--- src/logic/pscv_regs.svh ---
// register offsets, field positions and reset values of the shutdown-cause and voltage-code bank
`ifndef PSCV_REGS_SVH
`define PSCV_REGS_SVH

// ****************************************************************
// register offsets
// ****************************************************************
`define PSCV_OFS_IRQ       8'h02
`define PSCV_OFS_STATUS    8'h04
`define PSCV_OFS_CAUSE     8'h05
`define PSCV_OFS_CTRL1     8'h20
`define PSCV_OFS_CTRL2     8'h21
`define PSCV_OFS_FSRC_LO   8'hB2
`define PSCV_OFS_FSRC_HI   8'hB3

// ****************************************************************
// field positions
// ****************************************************************
`define PSCV_BIT_DIE_HOT   0
`define PSCV_BIT_SD_IND    3
`define PSCV_BIT_COLD      3
`define PSCV_BIT_UV        2
`define PSCV_BIT_PF        1
`define PSCV_BIT_CT        0
`define PSCV_BIT_DECAY     0
`define PSCV_CODE_MSB      7
`define PSCV_CODE_LSB      1

// ****************************************************************
// reset values and step sizes
// ****************************************************************
`define PSCV_CAUSE_RST     3'h0
`define PSCV_IRQ_RST       1'b0
`define PSCV_FSRC_RST      16'h0000
`define PSCV_STEP_FINE_MV  16'h000A
`define PSCV_STEP_WIDE_MV  16'h0019

`endif

--- src/logic/pscv_pkg.sv ---
// shared types of the shutdown-cause and voltage-code bank
package pscv_pkg;
    typedef logic [7:0]  pscv_byte_t;   // one register byte
    typedef logic [6:0]  pscv_code_t;   // regulator voltage code
    typedef logic [15:0] pscv_mv_t;     // voltage in millivolts
    // register select decoded from the offset
    typedef enum logic [2:0] {
        PSCV_SEL_NONE    = 3'b000,
        PSCV_SEL_IRQ     = 3'b001,
        PSCV_SEL_STATUS  = 3'b010,
        PSCV_SEL_CAUSE   = 3'b011,
        PSCV_SEL_CTRL1   = 3'b100,
        PSCV_SEL_CTRL2   = 3'b101,
        PSCV_SEL_FSRC_LO = 3'b110,
        PSCV_SEL_FSRC_HI = 3'b111
    } pscv_sel_t;
endpackage : pscv_pkg

--- src/logic/pscv_vid_if.sv ---
// carrier of one regulator's voltage code and decay setting
`timescale 1ns/1ps
`default_nettype none
interface pscv_vid_if;
    import pscv_pkg::*;
    pscv_code_t code;   // voltage code held in the control register
    logic       decay;  // passive decay selected
    logic       load;   // one-cycle pulse when software wrote the register
    modport src  (output code, output decay, output load);
    modport sink (input code, input decay, input load);
endinterface : pscv_vid_if
`default_nettype wire

--- src/logic/pscv_top.sv ---
// shutdown-cause, die status and controller voltage-code register bank
`timescale 1ns/1ps
`default_nettype none
module pscv_top #(
    parameter logic [7:0]  CTRL1_RESET  = 8'h00,    // factory value of controller 1 register
    parameter logic [7:0]  CTRL2_RESET  = 8'h00,    // factory value of controller 2 register
    parameter logic        WIDE_RANGE1  = 1'b0,     // controller 1 step range
    parameter logic        WIDE_RANGE2  = 1'b0,     // controller 2 step range
    parameter logic [15:0] BASE_FINE_MV = 16'h0000, // code 0 voltage, fine range
    parameter logic [15:0] BASE_WIDE_MV = 16'h0000  // code 0 voltage, wide range
) (
    input  wire logic                sys_clk,
    input  wire logic                rst_b,
    input  wire pscv_pkg::pscv_byte_t reg_addr,
    input  wire logic                reg_wr_en,
    input  wire logic                reg_rd_en,
    input  wire pscv_pkg::pscv_byte_t reg_wdata,
    output var  pscv_pkg::pscv_byte_t reg_rdata,
    input  wire logic                die_hot_pin,
    input  wire logic                uv_trip_pin,
    input  wire logic                power_fault_cause_pin,
    input  wire logic                power_fault_cause_mask_pin,
    input  wire logic                crit_temp_pin,
    input  wire logic [15:0]         fault_rail_pins,
    output var  logic                shutdown_indicator,
    output var  pscv_pkg::pscv_mv_t  ctrl1_target_mv,
    output var  logic                ctrl1_slew_down,
    output var  logic                ctrl1_decay_down,
    output var  pscv_pkg::pscv_mv_t  ctrl2_target_mv,
    output var  logic                ctrl2_slew_down,
    output var  logic                ctrl2_decay_down
);
    import pscv_pkg::*;
`include "pscv_regs.svh"

    // ****************************************************************
    // input synchronisers
    // ****************************************************************
    // order: mask, crit, fault, uv, die hot
    logic [4:0]  pin_s1_q;      // first stage, read only by the second
    logic [4:0]  pin_s2_q;      // synchronised levels
    logic [4:0]  pin_s3_q;      // previous level for edge detection
    logic [15:0] rail_s1_q;     // first stage of rail fault flags
    logic [15:0] rail_s2_q;     // synchronised rail fault flags
    logic [4:0]  pin_raw;       // packed pin levels

    assign pin_raw = {power_fault_cause_mask_pin, crit_temp_pin, power_fault_cause_pin, uv_trip_pin,
                      die_hot_pin};

    // two flops before any logic; the third only serves the edge detect
    always_ff @(posedge sys_clk or negedge rst_b)
    begin
        if (!rst_b)
        begin
            pin_s1_q  <= 5'h00;
            pin_s2_q  <= 5'h00;
            pin_s3_q  <= 5'h00;
            rail_s1_q <= 16'h0000;
            rail_s2_q <= 16'h0000;
        end
        else
        begin
            pin_s1_q  <= pin_raw;
            pin_s2_q  <= pin_s1_q;
            pin_s3_q  <= pin_s2_q;
            rail_s1_q <= fault_rail_pins;
            rail_s2_q <= rail_s1_q;
        end
    end

    // ****************************************************************
    // shutdown events
    // ****************************************************************
    logic die_hot;      // synchronised die hot level
    logic uv_evt;       // undervoltage shutdown, one cycle
    logic pf_evt;       // unmasked power fault shutdown, one cycle
    logic ct_evt;       // critical temperature shutdown, one cycle
    logic any_evt;      // any cause set this cycle

    assign die_hot = pin_s2_q[0];
    assign uv_evt  = pin_s2_q[1] & ~pin_s3_q[1];
    // a masked fault never shuts the device down, so it records nothing
    assign pf_evt  = pin_s2_q[2] & ~pin_s3_q[2] & ~pin_s2_q[4];
    assign ct_evt  = pin_s2_q[3] & ~pin_s3_q[3];
    assign any_evt = uv_evt | pf_evt | ct_evt;

    // ****************************************************************
    // address decode
    // ****************************************************************
    pscv_sel_t sel;     // register selected by the offset
    logic      wr_cause; // write strobe, cause register
    logic      wr_irq;   // write strobe, interrupt register
    logic      wr_ctrl1; // write strobe, controller 1
    logic      wr_ctrl2; // write strobe, controller 2

    assign sel = (reg_addr == `PSCV_OFS_IRQ)     ? PSCV_SEL_IRQ     :
                 (reg_addr == `PSCV_OFS_STATUS)  ? PSCV_SEL_STATUS  :
                 (reg_addr == `PSCV_OFS_CAUSE)   ? PSCV_SEL_CAUSE   :
                 (reg_addr == `PSCV_OFS_CTRL1)   ? PSCV_SEL_CTRL1   :
                 (reg_addr == `PSCV_OFS_CTRL2)   ? PSCV_SEL_CTRL2   :
                 (reg_addr == `PSCV_OFS_FSRC_LO) ? PSCV_SEL_FSRC_LO :
                 (reg_addr == `PSCV_OFS_FSRC_HI) ? PSCV_SEL_FSRC_HI : PSCV_SEL_NONE;

    // status and fault-source registers have no write strobe at all
    assign wr_cause = reg_wr_en && (sel == PSCV_SEL_CAUSE);
    assign wr_irq   = reg_wr_en && (sel == PSCV_SEL_IRQ);
    assign wr_ctrl1 = reg_wr_en && (sel == PSCV_SEL_CTRL1);
    assign wr_ctrl2 = reg_wr_en && (sel == PSCV_SEL_CTRL2);

    // ****************************************************************
    // shutdown cause and indicator
    // ****************************************************************
    logic [2:0]  cause_q;   // {uv, pf, ct}; cold-off is not stored
    logic [2:0]  cause_set; // bits set by hardware this cycle
    logic [2:0]  cause_clr; // bits cleared by host this cycle
    logic [2:0]  cause_d;   // next cause value
    logic        ind_clr;   // host clears the indicator
    logic        ind_d;     // next indicator value
    logic [15:0] fsrc_q;    // rail that caused the last fault shutdown

    assign cause_set = {uv_evt, pf_evt, ct_evt};
    // only ones clear; zeros leave the bit alone
    assign cause_clr = wr_cause ? reg_wdata[2:0] : 3'h0;
    // set wins over a clear in the same cycle so no shutdown is lost
    assign cause_d   = (cause_q & ~cause_clr) | cause_set;
    // the indicator only lets go once every cause has been cleared
    assign ind_clr   = wr_irq && reg_wdata[`PSCV_BIT_SD_IND] && (cause_q == 3'h0);
    assign ind_d     = (shutdown_indicator && !ind_clr) || any_evt;

    // sticky flags and the fault-source snapshot
    always_ff @(posedge sys_clk or negedge rst_b)
    begin
        if (!rst_b)
        begin
            cause_q            <= `PSCV_CAUSE_RST;
            shutdown_indicator <= `PSCV_IRQ_RST;
            fsrc_q             <= `PSCV_FSRC_RST;
        end
        else
        begin
            cause_q            <= cause_d;
            shutdown_indicator <= ind_d;
            if (pf_evt)
            begin
                fsrc_q <= rail_s2_q;
            end
        end
    end

    // ****************************************************************
    // controller voltage registers
    // ****************************************************************
    pscv_byte_t ctrl1_q; // controller 1 code and decay
    pscv_byte_t ctrl2_q; // controller 2 code and decay

    // factory value arrives through the parameter, a constant at reset
    always_ff @(posedge sys_clk or negedge rst_b)
    begin
        if (!rst_b)
        begin
            ctrl1_q <= CTRL1_RESET;
            ctrl2_q <= CTRL2_RESET;
        end
        else
        begin
            if (wr_ctrl1)
            begin
                ctrl1_q <= reg_wdata;
            end
            if (wr_ctrl2)
            begin
                ctrl2_q <= reg_wdata;
            end
        end
    end

    // ****************************************************************
    // regulator hand-off
    // ****************************************************************
    pscv_vid_if vid1 ();
    pscv_vid_if vid2 ();

    // load follows the register write so the target sees the new code
    assign vid1.code  = ctrl1_q[`PSCV_CODE_MSB:`PSCV_CODE_LSB];
    assign vid1.decay = ctrl1_q[`PSCV_BIT_DECAY];
    assign vid2.code  = ctrl2_q[`PSCV_CODE_MSB:`PSCV_CODE_LSB];
    assign vid2.decay = ctrl2_q[`PSCV_BIT_DECAY];

    logic load1_q; // write to controller 1 seen one cycle ago
    logic load2_q; // write to controller 2 seen one cycle ago

    always_ff @(posedge sys_clk or negedge rst_b)
    begin
        if (!rst_b)
        begin
            load1_q <= 1'b0;
            load2_q <= 1'b0;
        end
        else
        begin
            load1_q <= wr_ctrl1;
            load2_q <= wr_ctrl2;
        end
    end

    assign vid1.load = load1_q;
    assign vid2.load = load2_q;

    // controller 1 conversion and down-step mode
    pscv_vid_ctrl #(
        .WIDE_RANGE   (WIDE_RANGE1),
        .BASE_FINE_MV (BASE_FINE_MV),
        .BASE_WIDE_MV (BASE_WIDE_MV),
        .RESET_CODE   (CTRL1_RESET[7:1])
    ) u_vid1 (
        .sys_clk    (sys_clk),
        .rst_b      (rst_b),
        .vid        (vid1.sink),
        .target_mv  (ctrl1_target_mv),
        .slew_down  (ctrl1_slew_down),
        .decay_down (ctrl1_decay_down)
    );

    // controller 2 conversion and down-step mode
    pscv_vid_ctrl #(
        .WIDE_RANGE   (WIDE_RANGE2),
        .BASE_FINE_MV (BASE_FINE_MV),
        .BASE_WIDE_MV (BASE_WIDE_MV),
        .RESET_CODE   (CTRL2_RESET[7:1])
    ) u_vid2 (
        .sys_clk    (sys_clk),
        .rst_b      (rst_b),
        .vid        (vid2.sink),
        .target_mv  (ctrl2_target_mv),
        .slew_down  (ctrl2_slew_down),
        .decay_down (ctrl2_decay_down)
    );

    // ****************************************************************
    // read path
    // ****************************************************************
    pscv_byte_t rd_mux; // value of the selected register

    // reserved bits and the cold-off bit are tied to zero here
    assign rd_mux = (sel == PSCV_SEL_IRQ)     ? {4'h0, shutdown_indicator, 3'h0} :
                    (sel == PSCV_SEL_STATUS)  ? {7'h00, die_hot}             :
                    (sel == PSCV_SEL_CAUSE)   ? {5'h00, cause_q}             :
                    (sel == PSCV_SEL_CTRL1)   ? ctrl1_q                      :
                    (sel == PSCV_SEL_CTRL2)   ? ctrl2_q                      :
                    (sel == PSCV_SEL_FSRC_LO) ? fsrc_q[7:0]                  :
                    (sel == PSCV_SEL_FSRC_HI) ? fsrc_q[15:8]                 : 8'h00;

    // read data is registered and holds until the next read
    always_ff @(posedge sys_clk or negedge rst_b)
    begin
        if (!rst_b)
        begin
            reg_rdata <= 8'h00;
        end
        else if (reg_rd_en)
        begin
            reg_rdata <= rd_mux;
        end
    end
endmodule : pscv_top
`default_nettype wire

--- src/logic/pscv_vid_ctrl.sv ---
// voltage-code to target conversion and down-step behaviour for one controller
`timescale 1ns/1ps
`default_nettype none
module pscv_vid_ctrl #(
    parameter logic        WIDE_RANGE   = 1'b0,     // factory step range: 0 fine, 1 wide
    parameter logic [15:0] BASE_FINE_MV = 16'h0000, // voltage of code 0, fine range
    parameter logic [15:0] BASE_WIDE_MV = 16'h0000, // voltage of code 0, wide range
    parameter logic [6:0]  RESET_CODE   = 7'h00     // factory code loaded at reset
) (
    input  wire logic           sys_clk,
    input  wire logic           rst_b,
    pscv_vid_if.sink            vid,
    output var  pscv_pkg::pscv_mv_t target_mv,
    output var  logic           slew_down,
    output var  logic           decay_down
);
    import pscv_pkg::*;
`include "pscv_regs.svh"

    // ****************************************************************
    // code conversion
    // ****************************************************************
    // one code maps to base plus code times the selected step
    function automatic pscv_mv_t code_to_mv(input pscv_code_t c);
        pscv_mv_t step;
        pscv_mv_t base;
        step = WIDE_RANGE ? `PSCV_STEP_WIDE_MV : `PSCV_STEP_FINE_MV;
        base = WIDE_RANGE ? BASE_WIDE_MV : BASE_FINE_MV;
        return base + ({9'h000, c} * step);
    endfunction : code_to_mv

    pscv_mv_t new_mv;   // target of the code just written
    logic     going_down; // new target below the present one

    assign new_mv     = code_to_mv(vid.code);
    assign going_down = vid.load && (new_mv < target_mv);

    // ****************************************************************
    // target and down-step mode
    // ****************************************************************
    // mode flags hold until the next write so the regulator sees a level
    always_ff @(posedge sys_clk or negedge rst_b)
    begin
        if (!rst_b)
        begin
            target_mv  <= code_to_mv(RESET_CODE);
            slew_down  <= 1'b0;
            decay_down <= 1'b0;
        end
        else if (vid.load)
        begin
            target_mv  <= new_mv;
            slew_down  <= going_down && !vid.decay;
            decay_down <= going_down && vid.decay;
        end
    end
endmodule : pscv_vid_ctrl
`default_nettype wire

--- config.mk ---
export PLATFORM = sky130hd
export DESIGN_NAME = pscv_top
export DESIGN_NICKNAME = d
export VERILOG_FILES = /design/src/logic/pscv_pkg.sv /design/src/logic/pscv_vid_if.sv /design/src/logic/pscv_top.sv /design/src/logic/pscv_vid_ctrl.sv
export VERILOG_INCLUDE_DIRS = /design/src /design/src/logic
export SDC_FILE = /design/constraint.sdc
export NUM_CORES = 1
export LEC_CHECK = 0
export ABC_AREA = 1
export BUFFER_PORTS_ARGS = -buffer_cell sky130_fd_sc_hd__buf_2
export CAP_MARGIN = 5
export CORE_ASPECT_RATIO = 1.5
export CORE_UTILIZATION = 51
export CTS_CLUSTER_DIAMETER = 200
export DETAILED_ROUTE_END_ITERATION = 6
export PLACE_DENSITY_LB_ADDON = 0.15
export SYNTH_ARGS = -nofsm -noshare
export SYNTH_HDL_FRONTEND = slang
export SYNTH_SLANG_ARGS = --single-unit
--- constraint.sdc ---
create_clock -name sys_clk -period 2.9 [get_ports sys_clk]
set_input_delay 0.29 -clock sys_clk [delete_from_list [all_inputs] [get_ports sys_clk]]
set_output_delay 0.29 -clock sys_clk [all_outputs]
set_load 0.005 [all_outputs]
==> flow_metrics.py <==
metrics = {
    "status": {
        "run_status": "finished clean",
    },
    "grt": {
        "grt_pass1_wl_mm": 18.0,
        "antenna_found_initial": 0,
        "grt_pass1_vias": 3939,
        "grt_max_degree": 75,
        "grt_overflow": 0,
        "grtUsageTotal_pct": 21.8,
    },
    "place": {
        "hpwl_mm": 7.76,
        "place_congestion": 0.880,
        "place_ws_ns": 0.0133,
        "place_inst": 703,
        "io_buffers": 73,
    },
    "synth": {
        "synth_cell_types": 36,
        "synth_top_area_share_pct": 53.9,
        "yosysSeqAreaShare_pct": 53.9,
        "synth_top_family_by_area": "simple AND/OR/NAND/NOR gates",
        "avgSynthCellArea_um2": 10.3,
        "synth_xor_xnor_area_share_pct": 0.985,
        "synthFlopType": "dfrtp_1",
        "ys_async_sr_fraction_pct": 100,
        "synth_top_cell_by_area": "dfrtp_1",
        "synth-simple-area-share_pct": 15.8,
        "syn_area_mm2": 0.00534,
        "synth_compound_area_share_pct": 8.56,
        "synth_fa_ha_area_share_pct": 9.66,
        "yosys-mux-area-fraction_pct": 3.94,
        "ys_ff_latch": 115,
        "syn_inst": 518,
        "synth-edff-count": 0,
        "yosys-top-cells-area": "dfrtp_1 (54%), ha_1 (8.9%), nand2_1 (8.0%), inv_1 (4.0%), o21ai_0 (3.2%)",
        "ys_warn_count": 0,
    },
    "floorplan": {
        "die_area_mm2": 0.0109,
        "start_util_pct": 52.6,
        "ios": 86,
        "die_height_um": 127,
        "num_rows": 45,
        "fp.dieW_um": 85.5,
        "core_area_mm2": 0.0101,
    },
    "clocking": {
        "numCtsBuffers": 17,
        "insertion_delay_ns": 0.41,
        "path_clk_slew_ns": 0.06,
        "cts_sinks": 115,
        "cts-root-buf": "clkbuf_16",
        "htreeDepth": 4,
        "cts.path.max_buffers": 2,
        "tritoncts": "built",
    },
    "route": {
        "antenna_left": 0,
        "drtIter0Drc": 157,
        "wl_mm": 11.1,
        "routedWlPerCell_um": 14.5,
        "drcViolationCount": 0,
        "via_per_inst": 5.16,
        "dr_total_vias": 3937,
        "drt-pass1-iter-count": 5,
    },
    "cells_and_area": {
        "area_growth_syn_to_layout_pct": 26.1,
        "fin_cells": 763,
        "fillers": 783,
        "final_nets": 714,
        "drive_gt1_share_pct": 25.1,
        "n_antenna_cell": 0,
        "fin_util_pct": 66.4,
    },
    "power_and_ir_drop": {
        "p_total_uw": 4290,
        "vdd_ir_drop_max_v": 0.000498,
        "power_density_mw_per_mm2": 637,
        "p_leak_uw": 0.00350,
    },
    "sta": {
        "skew_ns": 0.00761,
        "fin_crit_ns": 2.73,
        "setup_tns_ns": 0,
        "hold_viol": 0,
        "slew_headroom_pct": 43.5,
        "fin_ws_ns": 0.166,
        "post-route-period-util_pct": 94.3,
        "finalSetupViolations": 0,
        "drv_slew": 0,
        "fmax_ghz": 0.366,
        "tightest_slew_ns": 0.847,
    },
    "worst_setup_path": {
        "cp.buffers_inverters": 2,
        "worst-setup-path-type": "reg -> reg",
        "cp_data_required_time_ns": 3.23,
        "worstPathCellList": "buf_4 > ha_1 > ha_1 > a21oi_1 > nand2_1 > or2_2 > nand2_2 > inv_1 > ha_1 > a21oi_1 > o21ai_0 > a21oi_1 > nand3_1 > o21ai_1",
        "cp_slowest_cell": "dfrtp_1",
        "crit_fanout": 4,
        "crit_path_start_kind": "register",
        "end_kind": "register",
        "slowest_delay_ns": 0.43,
        "worst_ep_arrival_time_ns": 3.06,
        "crit_family": "adder cells",
    },
    "job": {
        "cap_violations": 0,
    },
    "hold_path": {
        "hold_class": "in -> reg",
    },
}
metrics by stage:
| stage | area (um^2) | hold WS (ns) |
|---|---|---|
| final | 6730 | 0.133 |
| after global routing | 6730 | 0.131 |
| after CTS | 6610 | 0.119 |
| after detailed placement | 5770 | 0.330 |
| after global placement | 5770 | 0.321 |
| after floorplan | 5380 | -0.00559 |
report_power, final:
group	switching [uW]	internal [uW]	leakage (uW)
Combinational	203	183	0.00179
Sequential	58.3	1700	0.00142
Clock	755	1390	0.000295
Total	1020	3270	0.00350
routing by layer:
metal,track usage (%),wire [um],vias up,share of wire (%)
met5,0,0,-,0
li1,-,-,1919,-
met3,5.17,370,35,3.3
met1,23.3,4360,1871,39
met2,39.6,5920,112,53
met4,11.4,427,0,3.9
kinds of logic after synthesis:
group                    count (synthesis)
multiplexers                            16
other                                    1
adder cells (fa/ha/maj)                 40
flip-flops                             115
XOR/XNOR                                 6
AO/OA/AOI/OAI                           77
buffers and inverters                   78
AND/OR/NAND/NOR                        185
worst paths after layout:
check	start	to	slack, ns	cells past startpoint
worst max-delay path	ctrl1_q[4]$_DFFE_PN0P_	u_vid1.slew_down$_DFFE_PN0P_	0.17	14
worst min-delay path	reg_wdata[7]	ctrl1_q[7]$_DFFE_PN0P_	0.13	3
worst max register to register	ctrl1_q[4]$_DFFE_PN0P_	u_vid1.slew_down$_DFFE_PN0P_	0.17	14
worst min register to register	pin_s1_q[0]$_DFF_PN0_	pin_s2_q[0]$_DFF_PN0_	0.34	0
max in group asynchronous	rst_b	pin_s2_q[1]$_DFF_PN0_	1.71	3
min in group asynchronous	rst_b	u_vid2.target_mv[10]$_DFFE_PN0P_	0.42	2
layout make-up:
| class | count | area, um^2 | share of cell area (%) |
|---|---|---|---|
| Timing Repair Buffer | 104 | 668 | 9.93 |
| Inverter | 59 | 221 | 3.29 |
| Tap cell | 117 | 146 | 2.18 |
| Clock inverter | 13 | 175 | 2.60 |
| Clock buffer | 19 | 443 | 6.58 |
| Multi-Input combinational cell | 336 | 2190 | 32.6 |
| Sequential cell | 115 | 2880 | 42.8 |
placed cells by master, fill, tap and decap left out, types with 4 or more instances in the layout:
master | netlist | layout
ha_1 | 38 | 33
clkinv_4 | 0 | 4
dlygate4sd3_1 | 0 | 22
o21ai_1 | 1 | 4
o21ai_0 | 34 | 30
dfrtp_1 | 115 | 115
o211ai_1 | 6 | 6
o21ai_2 | 12 | 13
nor2_1 | 18 | 18
nand4_1 | 7 | 7
a21oi_1 | 20 | 20
inv_1 | 57 | 57
nand2_1 | 114 | 113
ha_4 | 0 | 5
xor2_1 | 6 | 6
conb_1 | 1 | 12
mux2_2 | 8 | 8
buf_4 | 12 | 9
clkbuf_16 | 0 | 17
buf_2 | 1 | 72
nand3_1 | 30 | 30
inv_6 | 0 | 4
mux2_4 | 8 | 8
registers in the layout, indices dropped and copies added, names as in the netlist, 3 cells and up:
name and cells:
reg_rdata 8, rail_s2_q 16, cause_q 3, pin_s3_q 3
pin_s2_q 5, fsrc_q 16, ctrl2_q 8, u_vid1.target_mv 10
pin_s1_q 5, ctrl1_q 8, u_vid2.target_mv 10, rail_s1_q 16
worst register-to-register path: stages, from the launching register on:
cell and delay (ns):
dfrtp_1 0.43, buf_4 0.16, ha_1 0.19, ha_1 0.34, a21oi_1 0.17, nand2_1 0.08
or2_2 0.28, nand2_2 0.07, inv_1 0.04, ha_1 0.29, a21oi_1 0.12, o21ai_0 0.09
a21oi_1 0.12, nand3_1 0.11, o21ai_1 0.16
cell usage after synthesis (2+ instances only):
cell type    n
a21oi_1     20
buf_4       12
buf_6        3
clkbuf_1     2
dfrtp_1    115
fa_1         2
ha_1        38
inv_1       57
mux2_2       8
mux2_4       8
nand2_1    114
nand2_4      2
nand3_1     30
nand4_1      7
nor2_1      18
nor2_4       3
nor2_8       2
nor3_1       3
o211ai_1     6
o21a_1       2
o21ai_0     34
o21ai_2     12
or2_2        2
xor2_1       6
timing repair:
item | 4_1_cts | 5_1_grt
resized for setup | 1 | 14
endpoints found under the setup margin | 1 | 4
pin swaps | 0 | 5
buffers inserted | 0 | 6
hold buffers | 22 | 0
hold endpoints to repair | 62 | 0
Power figures use the tool's default switching activity.
